===== src/inc/pnp_pkg.sv =====
// How it works
// - card holds a 72-bit identifier: 32-bit vendor, 32-bit serial, 8-bit checksum
// - identifier bytes go out bit 0 first through bit 7; resource bytes go out whole, all eight bits at once
// - isolation pass is 72 read pairs on the read-data port, one bit each
// - a one bit drives 55h then aah on all eight data lines
// - a zero bit floats the driver and samples data[1:0] for 01 then 10
// - a floating card seeing both patterns drops out but may try again later
// - otherwise the card advances one identifier bit per pair through all 72
// - cards with a card number skip isolation; configuration needs a number write or a matching wake
// - exactly four states: wait for key, sleep, isolation, configuration
// - reset drive or wait-for-key command forces wait for key; reset clears number
// - reset-number commands clear the card number, the vendor one on this card too
// - microcontroller loads 64-byte sram: length, isolation data, resource data
// - resource read returns sram byte, increments; wraps past length; reset sets 1
// - after reset clear number, load sram, enter wait for key; host waits 2 ms
// - wait for key ignores all accesses until the key, then sleeps
// - in sleep, wake with 00h sends number-zero cards to isolation, pointer reset
// - winner stays isolated, losers sleep; number write configures; wake 0 sleeps
// - resource data only in configuration; after a wake read 9 id bytes first
// - key is 32 writes to the address port; mismatch restarts matching
package pnp_pkg;
    typedef enum logic [1:0] {
        ST_WAIT_KEY = 2'b00,
        ST_SLEEP    = 2'b01,
        ST_ISOLATE  = 2'b11,
        ST_CONFIG   = 2'b10
    } card_state_e;

    localparam logic [11:0] ADDR_PORT   = 12'h279;
    localparam logic [11:0] WDATA_PORT  = 12'hA79;
    localparam logic [7:0]  IDX_SET_RD  = 8'h00;
    localparam logic [7:0]  IDX_ISOLATE = 8'h01;
    localparam logic [7:0]  IDX_CTRL    = 8'h02;
    localparam logic [7:0]  IDX_WAKE    = 8'h03;
    localparam logic [7:0]  IDX_RES     = 8'h04;
    localparam logic [7:0]  IDX_STATUS  = 8'h05;
    localparam logic [7:0]  IDX_CSN     = 8'h06;
    localparam int CTRL_WAIT_KEY_BIT = 1;
    localparam int CTRL_CLR_CSN_BIT  = 2;
    localparam int CTRL_VENDOR_CLR_BIT = 3;
    localparam logic [7:0]  PAT_FIRST   = 8'h55;
    localparam logic [7:0]  PAT_SECOND  = 8'hAA;
    localparam logic [1:0]  SNIFF_FIRST = 2'b01;
    localparam logic [1:0]  SNIFF_SECOND = 2'b10;
    localparam logic [7:0]  STATUS_READY = 8'h01;
    localparam logic [6:0]  ID_BITS     = 7'h48;
    localparam logic [5:0]  ID_BASE     = 6'h01;
    localparam logic [5:0]  RES_START   = 6'h0A;
    localparam logic [5:0]  PTR_RESET   = 6'h01;
    localparam logic [7:0]  RD_PORT_RESET = 8'h80;
    localparam int          SRAM_BYTES  = 64;
    localparam int          FIFO_DEPTH  = 8;
    localparam logic [4:0]  KEY_LAST    = 5'h1F;
    localparam logic [7:0]  KEY_FIRST   = 8'h6A;

    // each key byte follows from the last by a one-bit feedback shift
    function automatic logic [7:0] key_next(input logic [7:0] b);
        return {b[1] ^ b[0], b[7:1]};
    endfunction
endpackage


===== src/inc/pnp_stream.sv =====
`timescale 1ns/1ps
interface pnp_stream #(parameter int W = 8);
    logic [W-1:0] data;
    logic         valid;
    logic         ready;
    modport src (output data, output valid, input ready);
    modport snk (input data, input valid, output ready);
endinterface


===== src/design/pnp_fifo.sv =====
`timescale 1ns/1ps
module pnp_fifo #(
    parameter int WIDTH = 8,
    parameter int DEPTH = 8
) (
    // clock and reset
    input wire logic clock,
    input wire logic rst_n,
    // stream sides
    pnp_stream.snk   in_s,
    pnp_stream.src   out_s
);
    localparam int AW = $clog2(DEPTH);
    localparam int CW = $clog2(DEPTH + 1);

    logic [WIDTH-1:0] mem_q [DEPTH];
    logic [WIDTH-1:0] mem_d [DEPTH];
    logic [AW-1:0]    wr_q, wr_d, rd_q, rd_d;
    logic [CW-1:0]    count_q, count_d;
    logic             ready_q, ready_d;
    logic             push, pop;

    assign in_s.ready  = ready_q;
    assign out_s.valid = (count_q != '0);
    assign out_s.data  = mem_q[rd_q];

    always_comb begin
        push    = in_s.valid && ready_q;
        pop     = out_s.ready && (count_q != '0);
        mem_d   = mem_q;
        wr_d    = wr_q;
        rd_d    = rd_q;
        if (push) begin
            mem_d[wr_q] = in_s.data;
            wr_d = (wr_q == AW'(DEPTH - 1)) ? '0 : wr_q + 1'b1;
        end
        if (pop) begin
            rd_d = (rd_q == AW'(DEPTH - 1)) ? '0 : rd_q + 1'b1;
        end
        count_d = count_q + CW'(push) - CW'(pop);
        // ready is registered from the next count so the source sees a flop, with no slot of slack lost
        ready_d = (count_d != CW'(DEPTH));
    end

    always_ff @(posedge clock) begin
        if (!rst_n) begin
            wr_q    <= '0;
            rd_q    <= '0;
            count_q <= '0;
            ready_q <= 1'b1;
        end else begin
            wr_q    <= wr_d;
            rd_q    <= rd_d;
            count_q <= count_d;
            ready_q <= ready_d;
        end
        mem_q <= mem_d;
    end
endmodule


===== src/design/pnp_key_match.sv =====
`timescale 1ns/1ps
module pnp_key_match import pnp_pkg::*; (
    // clock and reset
    input wire logic       clock,
    input wire logic       rst_n,
    // address port writes
    input wire logic       wr,
    input wire logic [7:0] data,
    input wire logic       arm,
    // result
    output logic           found
);
    logic [4:0] count_q, count_d;
    logic [7:0] expect_q, expect_d;
    logic       found_q, found_d;

    assign found = found_q;

    always_comb begin
        count_d  = count_q;
        expect_d = expect_q;
        found_d  = 1'b0;
        if (!arm) begin
            count_d  = '0;
            expect_d = KEY_FIRST;
        end else if (wr) begin
            if (data == expect_q) begin
                if (count_q == KEY_LAST) begin
                    found_d  = 1'b1;
                    count_d  = '0;
                    expect_d = KEY_FIRST;
                end else begin
                    count_d  = count_q + 1'b1;
                    expect_d = key_next(expect_q);
                end
            end else if (data == KEY_FIRST) begin
                // a stray byte may itself be the start of a fresh key
                count_d  = 5'h01;
                expect_d = key_next(KEY_FIRST);
            end else begin
                count_d  = '0;
                expect_d = KEY_FIRST;
            end
        end
    end

    always_ff @(posedge clock) begin
        if (!rst_n) begin
            count_q  <= '0;
            expect_q <= KEY_FIRST;
            found_q  <= 1'b0;
        end else begin
            count_q  <= count_d;
            expect_q <= expect_d;
            found_q  <= found_d;
        end
    end
endmodule


===== src/design/isa_pnp_isolation_engine.sv =====
`timescale 1ns/1ps
module isa_pnp_isolation_engine import pnp_pkg::*; (
    // clock and reset
    input wire logic        clock,
    input wire logic        rst_n,
    // isa bus pins
    input wire logic        reset_drive,
    input wire logic [11:0] isa_addr,
    input wire logic        isa_ior_n,
    input wire logic        isa_iow_n,
    input wire logic [7:0]  isa_data_in,
    output logic [7:0]      isa_data_out,
    output logic            isa_data_oe_n,
    // microcontroller load port
    input wire logic [7:0]  mcu_data,
    input wire logic        mcu_valid,
    output logic            mcu_ready,
    // card status
    output logic [1:0]      card_state,
    output logic [7:0]      card_number
);
    // two-stage synchronisers; stage two feeds logic, plus a third stage on ior and iow for edge detection
    logic [11:0] addr_s1, addr_s2;
    logic [7:0]  din_s1, din_s2;
    logic        ior_s1, ior_s2, ior_s3;
    logic        iow_s1, iow_s2, iow_s3;
    logic        rdrv_s1, rdrv_s2;

    always_ff @(posedge clock) begin
        if (!rst_n) begin
            addr_s1 <= '0;
            addr_s2 <= '0;
            din_s1  <= '0;
            din_s2  <= '0;
            ior_s1  <= 1'b1;
            ior_s2  <= 1'b1;
            ior_s3  <= 1'b1;
            iow_s1  <= 1'b1;
            iow_s2  <= 1'b1;
            iow_s3  <= 1'b1;
            rdrv_s1 <= 1'b0;
            rdrv_s2 <= 1'b0;
        end else begin
            addr_s1 <= isa_addr;
            addr_s2 <= addr_s1;
            din_s1  <= isa_data_in;
            din_s2  <= din_s1;
            ior_s1  <= isa_ior_n;
            ior_s2  <= ior_s1;
            ior_s3  <= ior_s2;
            iow_s1  <= isa_iow_n;
            iow_s2  <= iow_s1;
            iow_s3  <= iow_s2;
            rdrv_s1 <= reset_drive;
            rdrv_s2 <= rdrv_s1;
        end
    end

    card_state_e state_q, state_d;
    logic [7:0]  csn_q, csn_d;
    logic [7:0]  idx_q, idx_d;
    logic [7:0]  rdport_q, rdport_d;
    logic [5:0]  ptr_q, ptr_d;
    logic [6:0]  bit_q, bit_d;
    logic        phase_q, phase_d;
    logic        seen_q, seen_d;
    logic [7:0]  dout_q, dout_d;
    logic        oe_n_q, oe_n_d;
    logic [5:0]  ld_q, ld_d;
    logic [7:0]  mem_q [SRAM_BYTES];
    logic [7:0]  mem_d [SRAM_BYTES];

    logic        ior_fall, ior_rise, iow_rise;
    logic        hit_rd, hit_addr, hit_wdata;
    logic        id_bit, sniff, key_found;
    logic [5:0]  id_index, res_ptr;

    assign ior_fall  = ior_s3 && !ior_s2;
    assign ior_rise  = !ior_s3 && ior_s2;
    assign iow_rise  = !iow_s3 && iow_s2;
    assign hit_rd    = (addr_s2 == {2'b00, rdport_q, 2'b11});
    assign hit_addr  = (addr_s2 == ADDR_PORT);
    assign hit_wdata = (addr_s2 == WDATA_PORT);
    // identifier bits live in sram bytes 1..9, bit 0 of each byte first
    assign id_index  = ID_BASE + {2'b00, bit_q[6:3]};
    assign id_bit    = mem_q[id_index][bit_q[2:0]];
    // a read at the stored length already serves the first resource byte, never a stale slot
    assign res_ptr   = (ptr_q == mem_q[0][5:0]) ? RES_START : ptr_q;
    assign sniff     = phase_q ? (din_s2[1:0] == SNIFF_SECOND)
                               : (din_s2[1:0] == SNIFF_FIRST);

    pnp_stream #(.W(8)) load_in ();
    pnp_stream #(.W(8)) load_out ();

    assign load_in.data  = mcu_data;
    assign load_in.valid = mcu_valid;
    assign mcu_ready     = load_in.ready;
    // sram loading yields to an isa read completing in the same cycle
    assign load_out.ready = !ior_rise;

    pnp_fifo #(
        .WIDTH (8),
        .DEPTH (FIFO_DEPTH)
    ) u_fifo (
        .clock (clock),
        .rst_n (rst_n),
        .in_s  (load_in),
        .out_s (load_out)
    );

    pnp_key_match u_key (
        .clock (clock),
        .rst_n (rst_n),
        .wr    (iow_rise && hit_addr),
        .data  (din_s2),
        .arm   (state_q == ST_WAIT_KEY),
        .found (key_found)
    );

    always_comb begin
        state_d  = state_q;
        csn_d    = csn_q;
        idx_d    = idx_q;
        rdport_d = rdport_q;
        ptr_d    = ptr_q;
        bit_d    = bit_q;
        phase_d  = phase_q;
        seen_d   = seen_q;
        dout_d   = dout_q;
        oe_n_d   = oe_n_q;
        ld_d     = ld_q;
        mem_d    = mem_q;

        // byte 0 is frame length, then isolation data, then resource data
        if (load_out.valid && load_out.ready) begin
            mem_d[ld_q] = load_out.data;
            ld_d = ld_q + 1'b1;
        end

        if (ior_fall && hit_rd && state_q != ST_WAIT_KEY) begin
            oe_n_d = 1'b1;
            if (idx_q == IDX_ISOLATE && state_q == ST_ISOLATE && bit_q != ID_BITS) begin
                if (id_bit) begin
                    dout_d = phase_q ? PAT_SECOND : PAT_FIRST;
                    oe_n_d = 1'b0;
                end
            end else if (state_q == ST_CONFIG) begin
                if (idx_q == IDX_RES) begin
                    dout_d = mem_q[res_ptr];
                    oe_n_d = 1'b0;
                end else if (idx_q == IDX_STATUS) begin
                    dout_d = STATUS_READY;
                    oe_n_d = 1'b0;
                end else if (idx_q == IDX_CSN) begin
                    dout_d = csn_q;
                    oe_n_d = 1'b0;
                end
            end
        end

        if (ior_rise) begin
            oe_n_d = 1'b1;
            if (hit_rd && idx_q == IDX_ISOLATE && state_q == ST_ISOLATE
                && bit_q != ID_BITS) begin
                phase_d = !phase_q;
                if (!phase_q) begin
                    seen_d = !id_bit && sniff;
                end else if (!id_bit && seen_q && sniff) begin
                    // lost this round; rejoin at the next wake
                    state_d = ST_SLEEP;
                    bit_d   = '0;
                    phase_d = 1'b0;
                end else begin
                    bit_d = bit_q + 1'b1;
                end
            end else if (hit_rd && idx_q == IDX_RES && state_q == ST_CONFIG) begin
                ptr_d = res_ptr + 1'b1;
            end
        end

        if (state_q == ST_WAIT_KEY) begin
            if (key_found) begin
                state_d = ST_SLEEP;
            end
        end else if (iow_rise && hit_addr) begin
            idx_d = din_s2;
        end else if (iow_rise && hit_wdata) begin
            if (idx_q == IDX_SET_RD && state_q == ST_ISOLATE) begin
                rdport_d = din_s2;
            end else if (idx_q == IDX_CTRL) begin
                if (din_s2[CTRL_CLR_CSN_BIT] || din_s2[CTRL_VENDOR_CLR_BIT]) begin
                    csn_d = '0;
                end
                if (din_s2[CTRL_WAIT_KEY_BIT]) begin
                    state_d = ST_WAIT_KEY;
                end
            end else if (idx_q == IDX_WAKE) begin
                ptr_d   = PTR_RESET;
                bit_d   = '0;
                phase_d = 1'b0;
                if (din_s2 == 8'h00 && csn_q == 8'h00) begin
                    state_d = ST_ISOLATE;
                end else if (din_s2 == csn_q) begin
                    state_d = ST_CONFIG;
                end else begin
                    state_d = ST_SLEEP;
                end
            end else if (idx_q == IDX_CSN) begin
                // in isolation only the card that survived all bits may take a number; a configured card may rewrite it
                if (state_q == ST_ISOLATE && bit_q == ID_BITS) begin
                    csn_d   = din_s2;
                    state_d = ST_CONFIG;
                end else if (state_q == ST_CONFIG) begin
                    csn_d = din_s2;
                end
            end
        end

        if (rdrv_s2) begin
            state_d = ST_WAIT_KEY;
            csn_d   = '0;
            ptr_d   = PTR_RESET;
            bit_d   = '0;
            phase_d = 1'b0;
            oe_n_d  = 1'b1;
        end
    end

    always_ff @(posedge clock) begin
        if (!rst_n) begin
            state_q  <= ST_WAIT_KEY;
            csn_q    <= '0;
            idx_q    <= '0;
            rdport_q <= RD_PORT_RESET;
            ptr_q    <= PTR_RESET;
            bit_q    <= '0;
            phase_q  <= 1'b0;
            seen_q   <= 1'b0;
            dout_q   <= '0;
            oe_n_q   <= 1'b1;
            ld_q     <= '0;
        end else begin
            state_q  <= state_d;
            csn_q    <= csn_d;
            idx_q    <= idx_d;
            rdport_q <= rdport_d;
            ptr_q    <= ptr_d;
            bit_q    <= bit_d;
            phase_q  <= phase_d;
            seen_q   <= seen_d;
            dout_q   <= dout_d;
            oe_n_q   <= oe_n_d;
            ld_q     <= ld_d;
        end
        mem_q <= mem_d;
    end

    assign isa_data_out  = dout_q;
    assign isa_data_oe_n = oe_n_q;
    assign card_state    = state_q;
    assign card_number   = csn_q;

    logic iso_read;
    assign iso_read = hit_rd && idx_q == IDX_ISOLATE && state_q == ST_ISOLATE
                      && bit_q != ID_BITS && !rdrv_s2;

    reset_drive_a: assert property (@(posedge clock) disable iff (!rst_n)
        rdrv_s2 |=> state_q == ST_WAIT_KEY && csn_q == 8'h00 && ptr_q == PTR_RESET)
        else $error("reset drive did not force wait for key");
    drive_one_a: assert property (@(posedge clock) disable iff (!rst_n)
        ior_fall && iso_read && id_bit |=> !isa_data_oe_n
        && isa_data_out == ($past(phase_q) ? PAT_SECOND : PAT_FIRST))
        else $error("one bit not driven as pattern");
    float_zero_a: assert property (@(posedge clock) disable iff (!rst_n)
        ior_fall && iso_read && !id_bit |=> isa_data_oe_n)
        else $error("zero bit drove the bus");
    bit_advance_a: assert property (@(posedge clock) disable iff (!rst_n)
        ior_rise && iso_read && phase_q && !(!id_bit && seen_q && sniff)
        |=> bit_q == $past(bit_q) + 7'h01)
        else $error("identifier bit did not advance");
    bit_hold_a: assert property (@(posedge clock) disable iff (!rst_n)
        ior_rise && iso_read && !phase_q |=> $stable(bit_q) && phase_q)
        else $error("bit moved on first read");
    lose_sleep_a: assert property (@(posedge clock) disable iff (!rst_n)
        ior_rise && iso_read && phase_q && !id_bit && seen_q && sniff
        |=> state_q == ST_SLEEP && bit_q == 7'h00)
        else $error("loser stayed in isolation");
    key_sleep_a: assert property (@(posedge clock) disable iff (!rst_n)
        state_q == ST_WAIT_KEY && !key_found && !rdrv_s2 |=> state_q == ST_WAIT_KEY)
        else $error("left wait for key without key");
    res_gate_a: assert property (@(posedge clock) disable iff (!rst_n)
        ior_fall && hit_rd && idx_q == IDX_RES && state_q != ST_CONFIG |=> isa_data_oe_n)
        else $error("resource data outside configuration");
    ptr_step_a: assert property (@(posedge clock) disable iff (!rst_n)
        ior_rise && hit_rd && idx_q == IDX_RES && state_q == ST_CONFIG && !rdrv_s2
        && ptr_q != mem_q[0][5:0] |=> ptr_q == $past(ptr_q) + 6'h01)
        else $error("resource pointer did not step");
endmodule


===== config.mk =====
export PLATFORM = sky130hd
export DESIGN_NAME = isa_pnp_isolation_engine
export DESIGN_NICKNAME = d
export VERILOG_FILES = /design/src/inc/pnp_pkg.sv /design/src/inc/pnp_stream.sv /design/src/design/pnp_fifo.sv /design/src/design/pnp_key_match.sv /design/src/design/isa_pnp_isolation_engine.sv
export SDC_FILE = /design/constraint.sdc
export NUM_CORES = 1
export LEC_CHECK = 0
export BUFFER_PORTS_ARGS = -buffer_cell sky130_fd_sc_hd__buf_2
export CORE_MARGIN = 1
export CORE_UTILIZATION = 30
export CTS_CLUSTER_SIZE = 8
export DETAILED_ROUTE_END_ITERATION = 6
export PLACE_DENSITY = 0.48
export RECOVER_POWER = 100
export REMOVE_ABC_BUFFERS = 1
export SETUP_SLACK_MARGIN = 0.1
export SLEW_MARGIN = 20
export SYNTH_ARGS = -nofsm -noshare
export SYNTH_HDL_FRONTEND = slang
export SYNTH_HIERARCHICAL = 1
export SYNTH_SLANG_ARGS = --single-unit
export TNS_END_PERCENT = 50

===== constraint.sdc =====
create_clock -name clock -period 7.3 [get_ports clock]
set_input_delay 1.46 -clock clock [delete_from_list [all_inputs] [get_ports clock]]
set_output_delay 1.46 -clock clock [all_outputs]
set_load 0.02 [all_outputs]

==> results <==
- The run finished, with violations left.
- The checks that failed: capacitance limit, slew limit.
- The number of max-slew violations in the final report is 610.
- The die is 320.3 um tall.
- The dominant register cell in the synthesized netlist is sky130_fd_sc_hd__edfxtp_1.
- The category of the worst setup path launch point is an input port.
- The count of input and output buffers is 53.
- The maximum achievable frequency is 0.2032 GHz.
- The synthesized design spends more area on one cell type than any other, namely sky130_fd_sc_hd__edfxtp_1.
- The area added between synthesis and finish is 14.22%.
- The transition time of the tightest slew-check pin is about 3.0 ns.
- The worst setup path is captured at a flip-flop.
- The via count of the first global-routing pass is 19,750.
- The share of synthesized area in the top cell type comes to 0.5691.
- Clock tree synthesis inserted a total of 98 buffers.
- The core region is ~0.1 mm^2.
- The class of the worst hold path is reg2reg.
- For this run, the total global-route usage over all layers was measured as 0.1849.
- The filler cells instantiated in the layout total slightly below 10,000.
- For the final database, setup skew stands at 0.05927 ns.
- IR analysis of the VDD net gives a maximum drop of 0.0002242 V.
- The gate count of the mapped netlist is 2,250.
- Summed over all cells, the static leakage comes to between 10 and 15 nW.
- The fraction of final layout cells sized beyond drive strength 1 is 0.1115.
- Dividing the final minimum period by the clock period gives 0.6743.
- The post-synthesis instance area is 0.03040 mm^2.
- Pin placement for this block handled 54 I/O pins.
- By area the synthesized netlist is led by sky130_fd_sc_hd__edfxtp_1, sky130_fd_sc_hd__dfxtp_1, sky130_fd_sc_hd__mux2i_1.
- Dividing the detail-routed via count by the number of cells gives 5.406.
- STA puts the critical path data required time at just under 8 ns.
- The data arrival time of the critical path is between 5 and 6 ns.
- The setup TNS is 0 ns.
- The placed instances occupy a cell area of about 0.032 mm^2.
- The clock passes through at most 3 buffers.
- The initial antenna violation count was 2.
- After the last flow step, the layout net total stands at 2,340.
- The tree built by TritonCTS fans out to approximately 710 sinks.
- The cell area after layout is 0.03472 mm^2.
- During synthesis, Yosys emitted a total of 6 warnings.
- The average wire per cell in the routed design is around 26 um.
- The H-tree was split into 3 levels.
- Summing all flip-flop and latch instances after layout gives slightly below 0.02 mm^2.
- Dividing the synthesized area by the synthesized cell count gives roughly 14 um^2.
- The clock tree from TritonCTS is yes.
- Setup repair after global routing left no endpoint under its margin.
- The post-synthesis async set-or-reset flop share is 0.
- The wire length of the first global-routing pass is 139.7 mm.
- Synthesis instantiated 94 different standard cells from the library.
- The count of max-cap constraint violations is 13.
- In the synthesized netlist, the cells that appear most often are sky130_fd_sc_hd__edfxtp_1, sky130_fd_sc_hd__nor2_1, sky130_fd_sc_hd__nand2_1.
- Of the synthesized area, sequential elements account for 0.6540.
- The total chip power is 10.94 mW.
- The placer congestion estimate is between 0.9 and 1.
- After clock tree synthesis, the flow added hold-fix buffers numbering 0.
- The total area of multi-input combinational cells is 0.009763 mm^2.
- Summed over all layers, the routed wires come to 96.28 mm.
- The count of final hold-check violations came to 0.
- The total die area is around 0.10 mm^2.
- The detail route stage leaves a number of antenna-violating nets equal to 0.
- For this block, the initial DRC count from the detailed router was 2,419.
- The final critical delay including setup and external delays is 4.922 ns.
- Entering global routing, the biggest net connects between 100 and 150 pins.
- The final number of setup-violating endpoints is 0.
- The final routed DRC violation total is 0.
- The final worst hold slack is 0.4029 ns.
- Power spread over the standard cell area amounts to 315.1 mW/mm^2.
- The number of search-and-repair iterations in the first detailed-routing pass is 7.
- The critical setup path kind is in2reg.
- The total half-perimeter wirelength after legalization and detailed placement is around 62 mm.
- The horizontal die dimension is 320.3 um.
- The post-cts repair resize count is 0.
- For this run the aggregate overflow at the end of global routing stands at 0.
- The initial core utilization is 0.3031.
- The root buffer cell chosen for the clock tree is sky130_fd_sc_hd__clkbuf_16.
- The number of setup buffers added after CTS is 0.
- The most common cell in the synthesized netlist is sky130_fd_sc_hd__edfxtp_1.
- Counting flops and latches in the post-synthesis netlist gives 705.
- Clock latency on the worst-skew pair, taken at its later pin, is 0.67 ns.
- The floorplan has 116 rows.
- Across all layers, the routed design uses 20,044 vias.
- Of all nets on the critical path, the largest fanout is 61.
- Yosys mapped a number of flops with a built-in enable equal to 576.
- The register clock-pin slew on the reported worst setup and hold paths is 0.05 ns.
- The relative slew slack is -1.011.
path summary, 6_finish.rpt:
check	startpoint	end	slack (ns)	cells past startpoint
setup / recovery	rst_n	bit_q[5]$_SDFF_PP0_	2.38	6
hold / removal	ior_s1$_SDFF_PN1_	ior_s2$_SDFF_PN1_	0.40	1
setup reg to reg	ptr_q[2]$_SDFF_PP0_	isa_data_out[7]$_SDFFE_PN0P_	2.86	10
hold reg to reg	ior_s1$_SDFF_PN1_	ior_s2$_SDFF_PN1_	0.40	1
area by class of cell:
type,instances,area share
flip-flops and latches,705,0.5729
multi-input cells,1371,0.2812
clock buffers,153,0.07658
well taps,1357,0.04891
repair buffers,83,0.01287
clock inverters,8,0.004289
inverters,29,0.003135
diodes,2,0.0001442
worst max-delay path, cell delays in order:
cell and delay [ns]:
sky130_fd_sc_hd__clkbuf_1 0.34, sky130_fd_sc_hd__clkbuf_1 1.67, sky130_fd_sc_hd__nand2b_1 0.85, sky130_fd_sc_hd__nor2_1 0.62, sky130_fd_sc_hd__o31ai_1 0.31, sky130_fd_sc_hd__a21oi_1 0.17
flip-flops by register name (all words and copies together) (netlist names), 12 cells and up:
| register | count |
|---|---|
| addr_s1 | 12 |
| addr_s2 | 12 |
| mem_q | 512 |
| u_fifo/mem_q | 64 |
metal layers:
| metal | global-route usage | vias up | part of all wire |
|---|---|---|---|
| met4 | 0.06816 | 2 | 0.035 |
| met2 | 0.2953 | 895 | 0.46 |
| met5 | 0 | - | 0.000083 |
| met3 | 0.02942 | 176 | 0.074 |
| met1 | 0.2527 | 10228 | 0.43 |
| li1 | - | 8743 | - |
stage by stage:
stage               worst slack (ns)  instances  utilization
detailed placement             2.912       3545       0.3192
global route                   1.815       3706       0.3461
finish                         2.378       3708       0.3462
global placement               2.955       3545       0.3192
floorplan                     -1.644       2105            -
CTS                            2.902       3706       0.3472
kinds of logic after synthesis:
| logic type | after synthesis | share of synthesized area |
|---|---|---|
| simple gates | 611 | 0.09847 |
| mux | 216 | 0.09953 |
| fa+ha+maj | 18 | 0.007656 |
| buf+inv | 174 | 0.02466 |
| xor+xnor | 46 | 0.01325 |
| flops | 705 | 0.6540 |
| compound gates | 480 | 0.1024 |
cells in the final DEF, fill, tap and decap left out, types with 26 or more instances in the layout:
master	Yosys	final
sky130_fd_sc_hd__nor2_1	205	204
sky130_fd_sc_hd__xor2_1	26	26
sky130_fd_sc_hd__mux4_2	53	53
sky130_fd_sc_hd__clkbuf_1	89	90
sky130_fd_sc_hd__nand3_1	45	45
sky130_fd_sc_hd__o221ai_1	27	27
sky130_fd_sc_hd__o22ai_1	51	51
sky130_fd_sc_hd__nand2_1	148	147
sky130_fd_sc_hd__edfxtp_1	576	576
sky130_fd_sc_hd__mux2i_1	123	123
sky130_fd_sc_hd__clkbuf_16	0	98
sky130_fd_sc_hd__a21oi_1	118	118
sky130_fd_sc_hd__dfxtp_1	129	126
sky130_fd_sc_hd__o21ai_0	98	99
sky130_fd_sc_hd__a211oi_1	34	34
sky130_fd_sc_hd__and2_1	51	38
sky130_fd_sc_hd__inv_1	26	26
power by group:
group / leakage, nW / internal, mW / switching [mW] / total [mW]
sequential: 6.24 / 5.15 / 0.115 / 5.26
clock: 1.34 / 2.48 / 1.71 / 4.19
combinational: 3.24 / 0.283 / 1.20 / 1.49
total: 10.8 / 7.91 / 3.03 / 10.9
(Power assumes the default switching activity.)
